**src/rtl/msi_pkg.sv**
```systemverilog
`default_nettype none

package msi_pkg;

	// ==========================================
	// Timing.
	localparam int CLK_HZ          = 25000000;
	localparam int SLOW_FLASH_HZ   = 1;
	localparam int FAST_FLASH_HZ   = 2;
	localparam int SLOW_HALF_CYC   = CLK_HZ / (2 * SLOW_FLASH_HZ);
	localparam int FAST_HALF_CYC   = CLK_HZ / (2 * FAST_FLASH_HZ);

	// ==========================================
	// Session tracking.
	localparam int SESS_ID_W       = 4;
	localparam int SESS_LIMIT      = 8;
	localparam int SESS_CNT_W      = 5;

	// ==========================================
	// Lamp colours.
	typedef struct packed {
		logic red;
		logic green;
	} msi_lamp_t;

	localparam msi_lamp_t LAMP_OFF = 2'h0;

	// ==========================================
	// Inputs from the controller core.
	typedef struct packed {
		logic supply_bad;
		logic self_test;
		logic stopped;
		logic running;
		logic identify;
		logic cfg_invalid;
		logic err_local;
		logic err_remote;
	} msi_core_t;

	typedef enum logic [7:0] {
		ST_DARK     = 8'h01,
		ST_TEST     = 8'h02,
		ST_STOP     = 8'h04,
		ST_RUN      = 8'h08,
		ST_IDENT    = 8'h10,
		ST_CFG_BAD  = 8'h20,
		ST_ERR_LOC  = 8'h40,
		ST_ERR_REM  = 8'h80
	} msi_state_t;

endpackage

`default_nettype wire

```
**src/rtl/msi_lamp.sv**
```systemverilog
// Contract
// Lamp is dark while supply voltage is out of range.
// Self-test or initialising alternates red and green at 1 Hz.
// Stop flashes green 1 Hz; run is steady green; start allowed from stop.
// Identify request flashes green at 2 Hz.
// Invalid configuration flashes red at 1 Hz.
// Local serious error stops application, outputs off, red 2 Hz flash.
// Remote serious error stops application, outputs off, steady red.
// Only the most recently opened parallel session exchanges data.
// Session overload with only keep-alive traffic forces serious error.
// Write protection rejects every configuration change until released.
// Flash patterns from clock, 50 percent duty, phase restarts on reset.
`timescale 1ns/100ps
`default_nettype none

module msi_lamp
	import msi_pkg::*;
#(
	parameter int SLOW_HALF = SLOW_HALF_CYC,
	parameter int FAST_HALF = FAST_HALF_CYC
)
(
	// Clock and reset.
	input  wire logic                 clock,
	input  wire logic                 srst,
	// Core state.
	input  wire msi_core_t            core,
	// Session events.
	input  wire logic                 sess_open,
	input  wire logic [SESS_ID_W-1:0] sess_open_id,
	input  wire logic                 sess_close,
	input  wire logic                 sess_data_seen,
	input  wire logic                 sess_keepalive,
	input  wire logic [SESS_ID_W-1:0] rx_sess_id,
	input  wire logic                 rx_valid,
	// Configuration writes.
	input  wire logic                 wp_set,
	input  wire logic                 wp_clear,
	input  wire logic                 cfg_wr_req,
	input  wire logic                 start_req,
	// Results.
	output var  msi_lamp_t            module_state_lamp,
	output logic                      rx_accept,
	output logic                      cfg_wr_grant,
	output logic                      cfg_wr_reject,
	output logic                      app_run,
	output logic                      outputs_enable,
	output logic                      overload_err,
	output logic                      wp_active,
	output logic [SESS_ID_W-1:0]      active_sess
);

	// ==========================================
	// Flash timebase.
	logic [24:0] slow_cnt;
	logic [24:0] fast_cnt;
	logic        slow_ph;
	logic        fast_ph;
	logic [24:0] next_slow_cnt;
	logic [24:0] next_fast_cnt;
	logic        next_slow_ph;
	logic        next_fast_ph;

	always_comb
	begin
		next_slow_cnt = slow_cnt + 25'h0000001;
		next_slow_ph  = slow_ph;
		next_fast_cnt = fast_cnt + 25'h0000001;
		next_fast_ph  = fast_ph;
		if (slow_cnt == 25'(SLOW_HALF - 1))
		begin
			next_slow_cnt = 25'h0000000;
			next_slow_ph  = ~slow_ph;
		end
		if (fast_cnt == 25'(FAST_HALF - 1))
		begin
			next_fast_cnt = 25'h0000000;
			next_fast_ph  = ~fast_ph;
		end
	end

	always_ff @(posedge clock)
	begin
		if (srst)
		begin
			slow_cnt <= 25'h0000000;
			fast_cnt <= 25'h0000000;
			slow_ph  <= 1'b1;
			fast_ph  <= 1'b1;
		end
		else
		begin
			slow_cnt <= next_slow_cnt;
			fast_cnt <= next_fast_cnt;
			slow_ph  <= next_slow_ph;
			fast_ph  <= next_fast_ph;
		end
	end

	// ==========================================
	// Session tracking and overload.
	logic [SESS_CNT_W-1:0] sess_cnt;
	logic [SESS_CNT_W-1:0] next_sess_cnt;
	logic [SESS_ID_W-1:0]  next_active_sess;
	logic                  next_overload_err;

	always_comb
	begin
		next_sess_cnt     = sess_cnt;
		next_active_sess  = active_sess;
		next_overload_err = overload_err;
		if (sess_open && !sess_close && sess_cnt != 5'h1F)
			next_sess_cnt = sess_cnt + 5'h01;
		else if (sess_close && !sess_open && sess_cnt != 5'h00)
			next_sess_cnt = sess_cnt - 5'h01;
		if (sess_open)
			next_active_sess = sess_open_id;
		if (sess_cnt >= 5'(SESS_LIMIT) && sess_keepalive && !sess_data_seen)
			next_overload_err = 1'b1;
	end

	always_ff @(posedge clock)
	begin
		if (srst)
		begin
			sess_cnt     <= 5'h00;
			active_sess  <= 4'h0;
			overload_err <= 1'b0;
		end
		else
		begin
			sess_cnt     <= next_sess_cnt;
			active_sess  <= next_active_sess;
			overload_err <= next_overload_err;
		end
	end

	assign rx_accept = rx_valid && sess_cnt != 5'h00 && rx_sess_id == active_sess;

	// ==========================================
	// Write protection and application control.
	logic next_wp_active;
	logic next_app_run;
	logic serious;

	assign serious = core.err_local || core.err_remote || overload_err;

	always_comb
	begin
		next_wp_active = wp_active;
		if (wp_set)
			next_wp_active = 1'b1;
		else if (wp_clear)
			next_wp_active = 1'b0;
		next_app_run = app_run;
		if (serious)
			next_app_run = 1'b0;
		else if (start_req && core.stopped && !core.supply_bad && !core.cfg_invalid)
			next_app_run = 1'b1;
		else if (!core.running)
			next_app_run = 1'b0;
	end

	always_ff @(posedge clock)
	begin
		if (srst)
		begin
			wp_active <= 1'b0;
			app_run   <= 1'b0;
		end
		else
		begin
			wp_active <= next_wp_active;
			app_run   <= next_app_run;
		end
	end

	assign cfg_wr_grant   = cfg_wr_req && !wp_active;
	assign cfg_wr_reject  = cfg_wr_req && wp_active;
	assign outputs_enable = app_run && !serious;

	// ==========================================
	// Display state and lamp.
	msi_state_t disp;
	msi_lamp_t  next_lamp;

	always_comb
	begin
		if (core.supply_bad)
			disp = ST_DARK;
		else if (core.err_local || overload_err)
			disp = ST_ERR_LOC;
		else if (core.err_remote)
			disp = ST_ERR_REM;
		else if (core.cfg_invalid)
			disp = ST_CFG_BAD;
		else if (core.self_test)
			disp = ST_TEST;
		else if (core.identify)
			disp = ST_IDENT;
		else if (core.running)
			disp = ST_RUN;
		else
			disp = ST_STOP;
	end

	always_comb
	begin
		next_lamp = LAMP_OFF;
		case (disp)
			ST_DARK:    next_lamp = LAMP_OFF;
			ST_TEST:    next_lamp = {~slow_ph, slow_ph};
			ST_STOP:    next_lamp = {1'b0, slow_ph};
			ST_RUN:     next_lamp = {1'b0, 1'b1};
			ST_IDENT:   next_lamp = {1'b0, fast_ph};
			ST_CFG_BAD: next_lamp = {slow_ph, 1'b0};
			ST_ERR_LOC: next_lamp = {fast_ph, 1'b0};
			ST_ERR_REM: next_lamp = {1'b1, 1'b0};
			default:    next_lamp = LAMP_OFF;
		endcase
	end

	always_ff @(posedge clock)
	begin
		if (srst)
			module_state_lamp <= LAMP_OFF;
		else
			module_state_lamp <= next_lamp;
	end

	// ==========================================
	// Checks.
	property p_dark;
		@(posedge clock) disable iff (srst) core.supply_bad |=> module_state_lamp == LAMP_OFF;
	endproperty
	a_dark: assert property (p_dark) else $error("Lamp lit with supply bad.");

	property p_run_green;
		@(posedge clock) disable iff (srst)
		(core.running && !core.supply_bad && !serious && !core.cfg_invalid
		&& !core.self_test && !core.identify) |=> module_state_lamp == 2'h1;
	endproperty
	a_run_green: assert property (p_run_green) else $error("Run not steady green.");

	property p_remote_red;
		@(posedge clock) disable iff (srst)
		(core.err_remote && !core.err_local && !overload_err && !core.supply_bad)
		|=> module_state_lamp == 2'h2;
	endproperty
	a_remote_red: assert property (p_remote_red) else $error("Remote error not red.");

	property p_err_outputs;
		@(posedge clock) disable iff (srst) serious |-> !outputs_enable ##1 !app_run;
	endproperty
	a_err_outputs: assert property (p_err_outputs) else $error("Outputs on in error.");

	property p_local_green_off;
		@(posedge clock) disable iff (srst)
		(core.err_local && !core.supply_bad) |=> !module_state_lamp.green;
	endproperty
	a_local_green_off: assert property (p_local_green_off) else $error("Green in local error.");

	property p_latest;
		@(posedge clock) disable iff (srst)
		sess_open |=> active_sess == $past(sess_open_id);
	endproperty
	a_latest: assert property (p_latest) else $error("Latest session not active.");

	property p_overload;
		@(posedge clock) disable iff (srst)
		(sess_cnt >= 5'(SESS_LIMIT) && sess_keepalive && !sess_data_seen) |=> overload_err;
	endproperty
	a_overload: assert property (p_overload) else $error("Overload not flagged.");

	property p_wp;
		@(posedge clock) disable iff (srst) (cfg_wr_req && $past(wp_set)) |-> cfg_wr_reject && !cfg_wr_grant;
	endproperty
	a_wp: assert property (p_wp) else $error("Write granted while protected.");

	property p_slow_duty;
		@(posedge clock) disable iff (srst)
		(slow_cnt == 25'(SLOW_HALF - 1)) |=> slow_ph != $past(slow_ph) ##1 slow_ph == $past(slow_ph);
	endproperty
	a_slow_duty: assert property (p_slow_duty) else $error("Slow phase toggle wrong.");

	property p_test_alt;
		@(posedge clock) disable iff (srst)
		(disp == ST_TEST) |=> module_state_lamp.red != module_state_lamp.green;
	endproperty
	a_test_alt: assert property (p_test_alt) else $error("Self-test not alternating.");

endmodule

`default_nettype wire

```
**config.mk**
```make
export PLATFORM = sky130hd
export DESIGN_NAME = msi_lamp
export DESIGN_NICKNAME = d
export VERILOG_FILES = /design/src/rtl/msi_pkg.sv /design/src/rtl/msi_lamp.sv
export SDC_FILE = /design/constraint.sdc
export NUM_CORES = 1
export LEC_CHECK = 0
export BUFFER_PORTS_ARGS = -buffer_cell sky130_fd_sc_hd__buf_2
export CORE_MARGIN = 2
export CORE_UTILIZATION = 54
export CTS_BUF_LIST = sky130_fd_sc_hd__clkbuf_8
export CTS_CLUSTER_SIZE = 40
export DETAILED_ROUTE_END_ITERATION = 12
export GPL_ROUTABILITY_DRIVEN = 0
export GPL_TIMING_DRIVEN = 0
export PLACE_DENSITY = 0.83
export SYNTH_ARGS = -nofsm -noshare
export SYNTH_HDL_FRONTEND = slang
export SYNTH_SLANG_ARGS = --single-unit
```
**constraint.sdc**
```tcl
create_clock -name clock -period 2.13 [get_ports clock]
set_input_delay 0 -clock clock [delete_from_list [all_inputs] [get_ports clock]]
set_output_delay 0 -clock clock [all_outputs]
set_load 0.01 [all_outputs]
```
## After elaboration in Yosys (flattened, before gate mapping)

Index checks and enable logic that the tools add are counted.

- $add $sub $neg: 4
- Muxes and demuxes: 14
- Bitwise gates (word level): 2
- Magnitude comparators: 1
- Reduce and logical (&&, ||, !) cells: 30
- Equality and inequality tests: 12

Operator list:

| cell | count |
|---|---|
| adder 25 x 1 -> 25 bit (second input constant) | 2 |
| == test 25 x 23 -> 1 bit (second input constant) | 1 |
| == test 25 x 24 -> 1 bit (second input constant) | 1 |
| two-way mux 8 bit | 3 |
| two-way mux 5 bit | 4 |
| logical AND 1 bit | 14 |
| case mux 2 bit (7 select lines) | 1 |
| == test 8 x 2 -> 1 bit (second input constant) | 1 |
| == test 8 x 3 -> 1 bit (second input constant) | 1 |
| == test 8 x 4 -> 1 bit (second input constant) | 1 |
| == test 8 x 5 -> 1 bit (second input constant) | 1 |
| == test 8 x 6 -> 1 bit (second input constant) | 1 |
| == test 8 x 7 -> 1 bit (second input constant) | 1 |
| == test 8 bit (second input constant) | 1 |
| logical NOT 1 bit | 7 |
| two-way mux 6 bit | 1 |
| OR reduction 2 bit | 3 |
| adder 5 x 1 -> 5 bit (second input constant) | 1 |
| greater-or-equal comparator 5 x 4 -> 1 bit (second input constant) | 1 |
| != test 5 bit (second input constant) | 1 |
| nonzero test 5 bit | 1 |
| subtractor 5 x 1 -> 5 bit (second input constant) | 1 |
| == test 4 bit | 1 |
| two-way mux 1 bit | 4 |
| 5 further kinds | 9 |

- Output and inout port bits: 13
- Bits in registers: 66
- Logic and storage cells: 74
- Bits of input ports: 27

## Depth between registers and ports, before layout

- Word-level depth: 9
- Depth in mapped cells: 10

## Worst setup path after synthesis

OpenSTA, ideal clock, no wires.

- Path type: register to register
- From: reg sess_cnt[0]
- To: reg sess_cnt[4]
- Stages on the path, launching flop included: 10
- Path buffers: 0
- Data arrival time: 1.962 ns
- Data required time: 2.060 ns
- Path slack: 0.098 ns
- Cell sequence: dfxtp_1 nand4_1 o21ai_2 inv_1 fa_1 nor2b_1 o21a_1 nor3_1 or3_1 a21oi_1

- Cells in the longest elaborated chain, start to end: 3
- Elaborated cells on any way between the ends: 9
- Classes of those cells: add/sub (2); eq/ne (1); mux (2); reduce/logical (4)

RTL lines:

| what | RTL line | text |
|---|---|---|
| start: declaration | msi_lamp.sv:102 | `logic [SESS_CNT_W-1:0] sess_cnt;` |
| start signal: assignment | msi_lamp.sv:132 | `sess_cnt <= next_sess_cnt;` |
| subtractor 5 x 1 -> 5 bit (tied with other cells) | msi_lamp.sv:115 | `next_sess_cnt = sess_cnt - 5'h01;` |
| two-way mux 5 bit (tied with other cells) | msi_lamp.sv:114 | `else if (sess_close && !sess_open && sess_cnt != 5'h00)` |
| two-way mux 5 bit / nonzero test 2 bit (equally long branches) | - |  |

Parallel ways exist; a longest one is shown, timed or not. The select of a mux whose other input is x is not followed.
A chain may end at the register's enable or synchronous reset.

## Worst setup path in the final report

Ends and elaborated chain as after synthesis.

==> run summary <==
status: complete, no violations
Pre-Repair DR Iteration Count: 4
Post-synth EDFFs: 0
TritonCTS Sinks: 66
Die Y: 80.0 um
vias in the first global route: 2543
Vias: 2585
first-pass GRT wire length: 10.6 mm
Routed WL: 6.54 mm
Tightest Hold Check Type: input pin to flip-flop
H-tree depth: 3
top area cells in the synthesized netlist: dfxtp_1 (42%), xor2_1 (10%), nor2_1 (7.2%)
endpoints failing setup: 0
Final Max Slew Viols: 0
Required @ worst endpoint: 2410 ps
worst vdd ir: 410 uV
root buffer cell: clkbuf_8
DRT antenna net count: 0
clock power share: 37.5%
Die W: 80.0 um
most numerous cell in the Yosys netlist: dfxtp_1
internal power: 1.97 mW
Residual DRC: 0
CTS tree: done
mapped cell area: 3120 um^2
Slew headroom: 68.0%
share of cells above drive strength 1: 21.3%
critical path's slowest cell: dfxtp_4
most frequent cells after synthesis: dfxtp_1 (66), nor2_1 (60), xor2_1 (37)
Top FF cell, synth: dfxtp_1
synth warn: 0
Synthesized Nets: 380
Max Cap Viol: 0
via-per-instance ratio: 5.32
Synth top area share: 42.3%
share of power burned in registers: 49.9%
area leader, netlist: dfxtp_1
P_leak: 1.54 nW
largest net degree at the start of global routing: 12
Switching Fraction: 25.6%
post-synthesis cell count: 347
Storage cell area: 1330 um^2
core area: 5540 um^2
Setup Crit Path Kind: flip-flop to flip-flop
Worst Path Arrival: 2320 ps
shortest period the worst path allows: 2040 ps
Mapped Avg Cell Area: 8.99 um^2
initial antenna violation count: 0
Core Rows: 27
I/O Pins: 40
endpoint type of the worst setup path: flip-flop
hpwl dp: 3.99 mm
ant diodes: 0
Worst Path Max Fanout: 6
worst slew pin tran: 473 ps
total track usage: 21.1%
total CTS buffers: 9
Final Hold Violating Endpoints: 0
clk_lat worst skew: 340 ps
area of the multi-input gates: 1680 um^2
Synth Register Bits: 66
crit share post-route: 95.8%
worst hold margin: 49.5 ps
TNS Setup: 0 ps
clock-pin slew on the worst setup and hold paths: 70 ps
violation count after the first detailed-route iteration: 88
Logic pwr share: 12.6%
Area Growth Syn to Fin: 20.5%
power per cell area: 706 nW/um^2
Final Power: 2.65 mW
Wirelength per Cell: 13.5 um
fmax: 0.490 GHz
PortBufs: 37
skew final: 11.9 ps
filler cell count: 385
initial core utilization: 56.3%
crit-path cells: nand4_1 -> o21ai_4 -> ha_4 -> nor2b_2 -> o21a_1 -> o21ba_2 -> or3_1 -> a21oi_2
register area share after synthesis: 42.3%
global route overflow: 0
Nets: 442
die area: 6400 um^2
critical path startpoint category: flip-flop
Clock Path Buffers: 2
Async SR Flop Fraction: 0%
slowest stage delay, CP: 380 ps
Switch Pwr: 0.680 mW
Synth cell types: 53
## power groups by stage
stage / clock [mW] / sequential (mW) / combinational, mW
2_1_floorplan: 0 / 1.34 / 0.203
3_3_place_gp: 0 / 1.34 / 0.269
3_5_place_dp: 0 / 1.34 / 0.278
4_1_cts: 1.02 / 1.32 / 0.305
5_1_grt: 1.06 / 1.33 / 0.370
6_report: 0.995 / 1.33 / 0.335
## per-stage QoR
| step | instance area [um^2] | instances | setup slack, ps | utilization, % |
|---|---|---|---|---|
| final | 3760 | 486 | 89.6 | 67.9 |
| after global routing | 3760 | 486 | -5.66 | 67.9 |
| after CTS | 3730 | 486 | 2.35 | 67.4 |
| after detailed placement | 3400 | 456 | -118 | 61.3 |
| after global placement | 3400 | 456 | -71.7 | 61.3 |
| after floorplan | 3120 | 347 | 97.8 | - |
## critical path: cells and delay by family (launching register included)
kind / cells / cell delay (ps)
AOI/OAI and AO/OA: 4 / 710
and+or+nand+nor: 3 / 650
DFF: 1 / 380
adders and majority gates: 1 / 240
## per-layer routing
layer / share of wire, % / track usage (%) / wire, um / up-vias
li1: - / - / - / 1300
met1: 44 / 23.5 / 2910 / 1213
met2: 49 / 38.3 / 3210 / 61
met3: 4.8 / 4.75 / 314 / 11
met4: 1.7 / 8.98 / 108 / 0
met5: 0 / 0 / 0 / -
## state kept, by name, summed over array words and instances (netlist names)
signal and flops:
fast_cnt 25, slow_cnt 25, sess_cnt 5, active_sess 4, module_state_lamp 2, app_run 1, fast_ph 1, overload_err 1
slow_ph 1, wp_active 1
## cells in the final DEF, fill, tap and decap left out, drive strengths merged, types with 5 or more instances in the layout
cell type    count
inv             14
xnor2           16
nand3           28
buf             48
nor2b            5
dlygate4sd3     13
nor4             6
xor2            37
ha               5
and3             9
dfxtp           66
nand4           12
nand2           15
a21oi            9
and4             5
clkbuf          13
nor3             7
nor2            67
## what timing repair did
action	CTS	global route
hold buffers	13	0
gates resized for setup	5	7
pin swaps	1	3
cloned	0	0
hold endpoints to repair	9	0
setup endpoints to repair	1	1
setup buffers	1	0
## cell families after synthesis
kind of cell / Yosys count / synth area share [%]
AO/OA/AOI/OAI: 21 / 4.57
XOR/XNOR: 53 / 14.9
adder cells (fa/ha/maj): 6 / 2.65
buffers and inverters: 26 / 4.65
flip-flops: 66 / 42.3
multiplexers: 4 / 1.28
AND/OR/NAND/NOR: 171 / 29.6
## final timing paths
| check | startpoint | to | slack [ps] | depth (start not counted) |
|---|---|---|---|---|
| max | sess_cnt[0]$_SDFFE_PP0P_ | sess_cnt[4]$_SDFFE_PP0P_ | 90 | 8 |
| max reg2reg | sess_cnt[0]$_SDFFE_PP0P_ | sess_cnt[4]$_SDFFE_PP0P_ | 90 | 8 |
| min | srst | sess_cnt[4]$_SDFFE_PP0P_ | 50 | 2 |
| min reg2reg | fast_cnt[0]$_SDFF_PP0_ | fast_cnt[0]$_SDFF_PP0_ | 470 | 1 |
## final cells by class
class / instances / share of cell area, %
Tap cell: 72 / 2.40
Inverter: 12 / 1.20
Buffer: 14 / 2.66
Clock buffer: 9 / 3.29
Sequential cell: 66 / 35.5
Timing Repair Buffer: 51 / 8.58
Clock inverter: 7 / 1.66
Multi-Input combinational cell: 255 / 44.7
(Power assumes the default switching activity.)
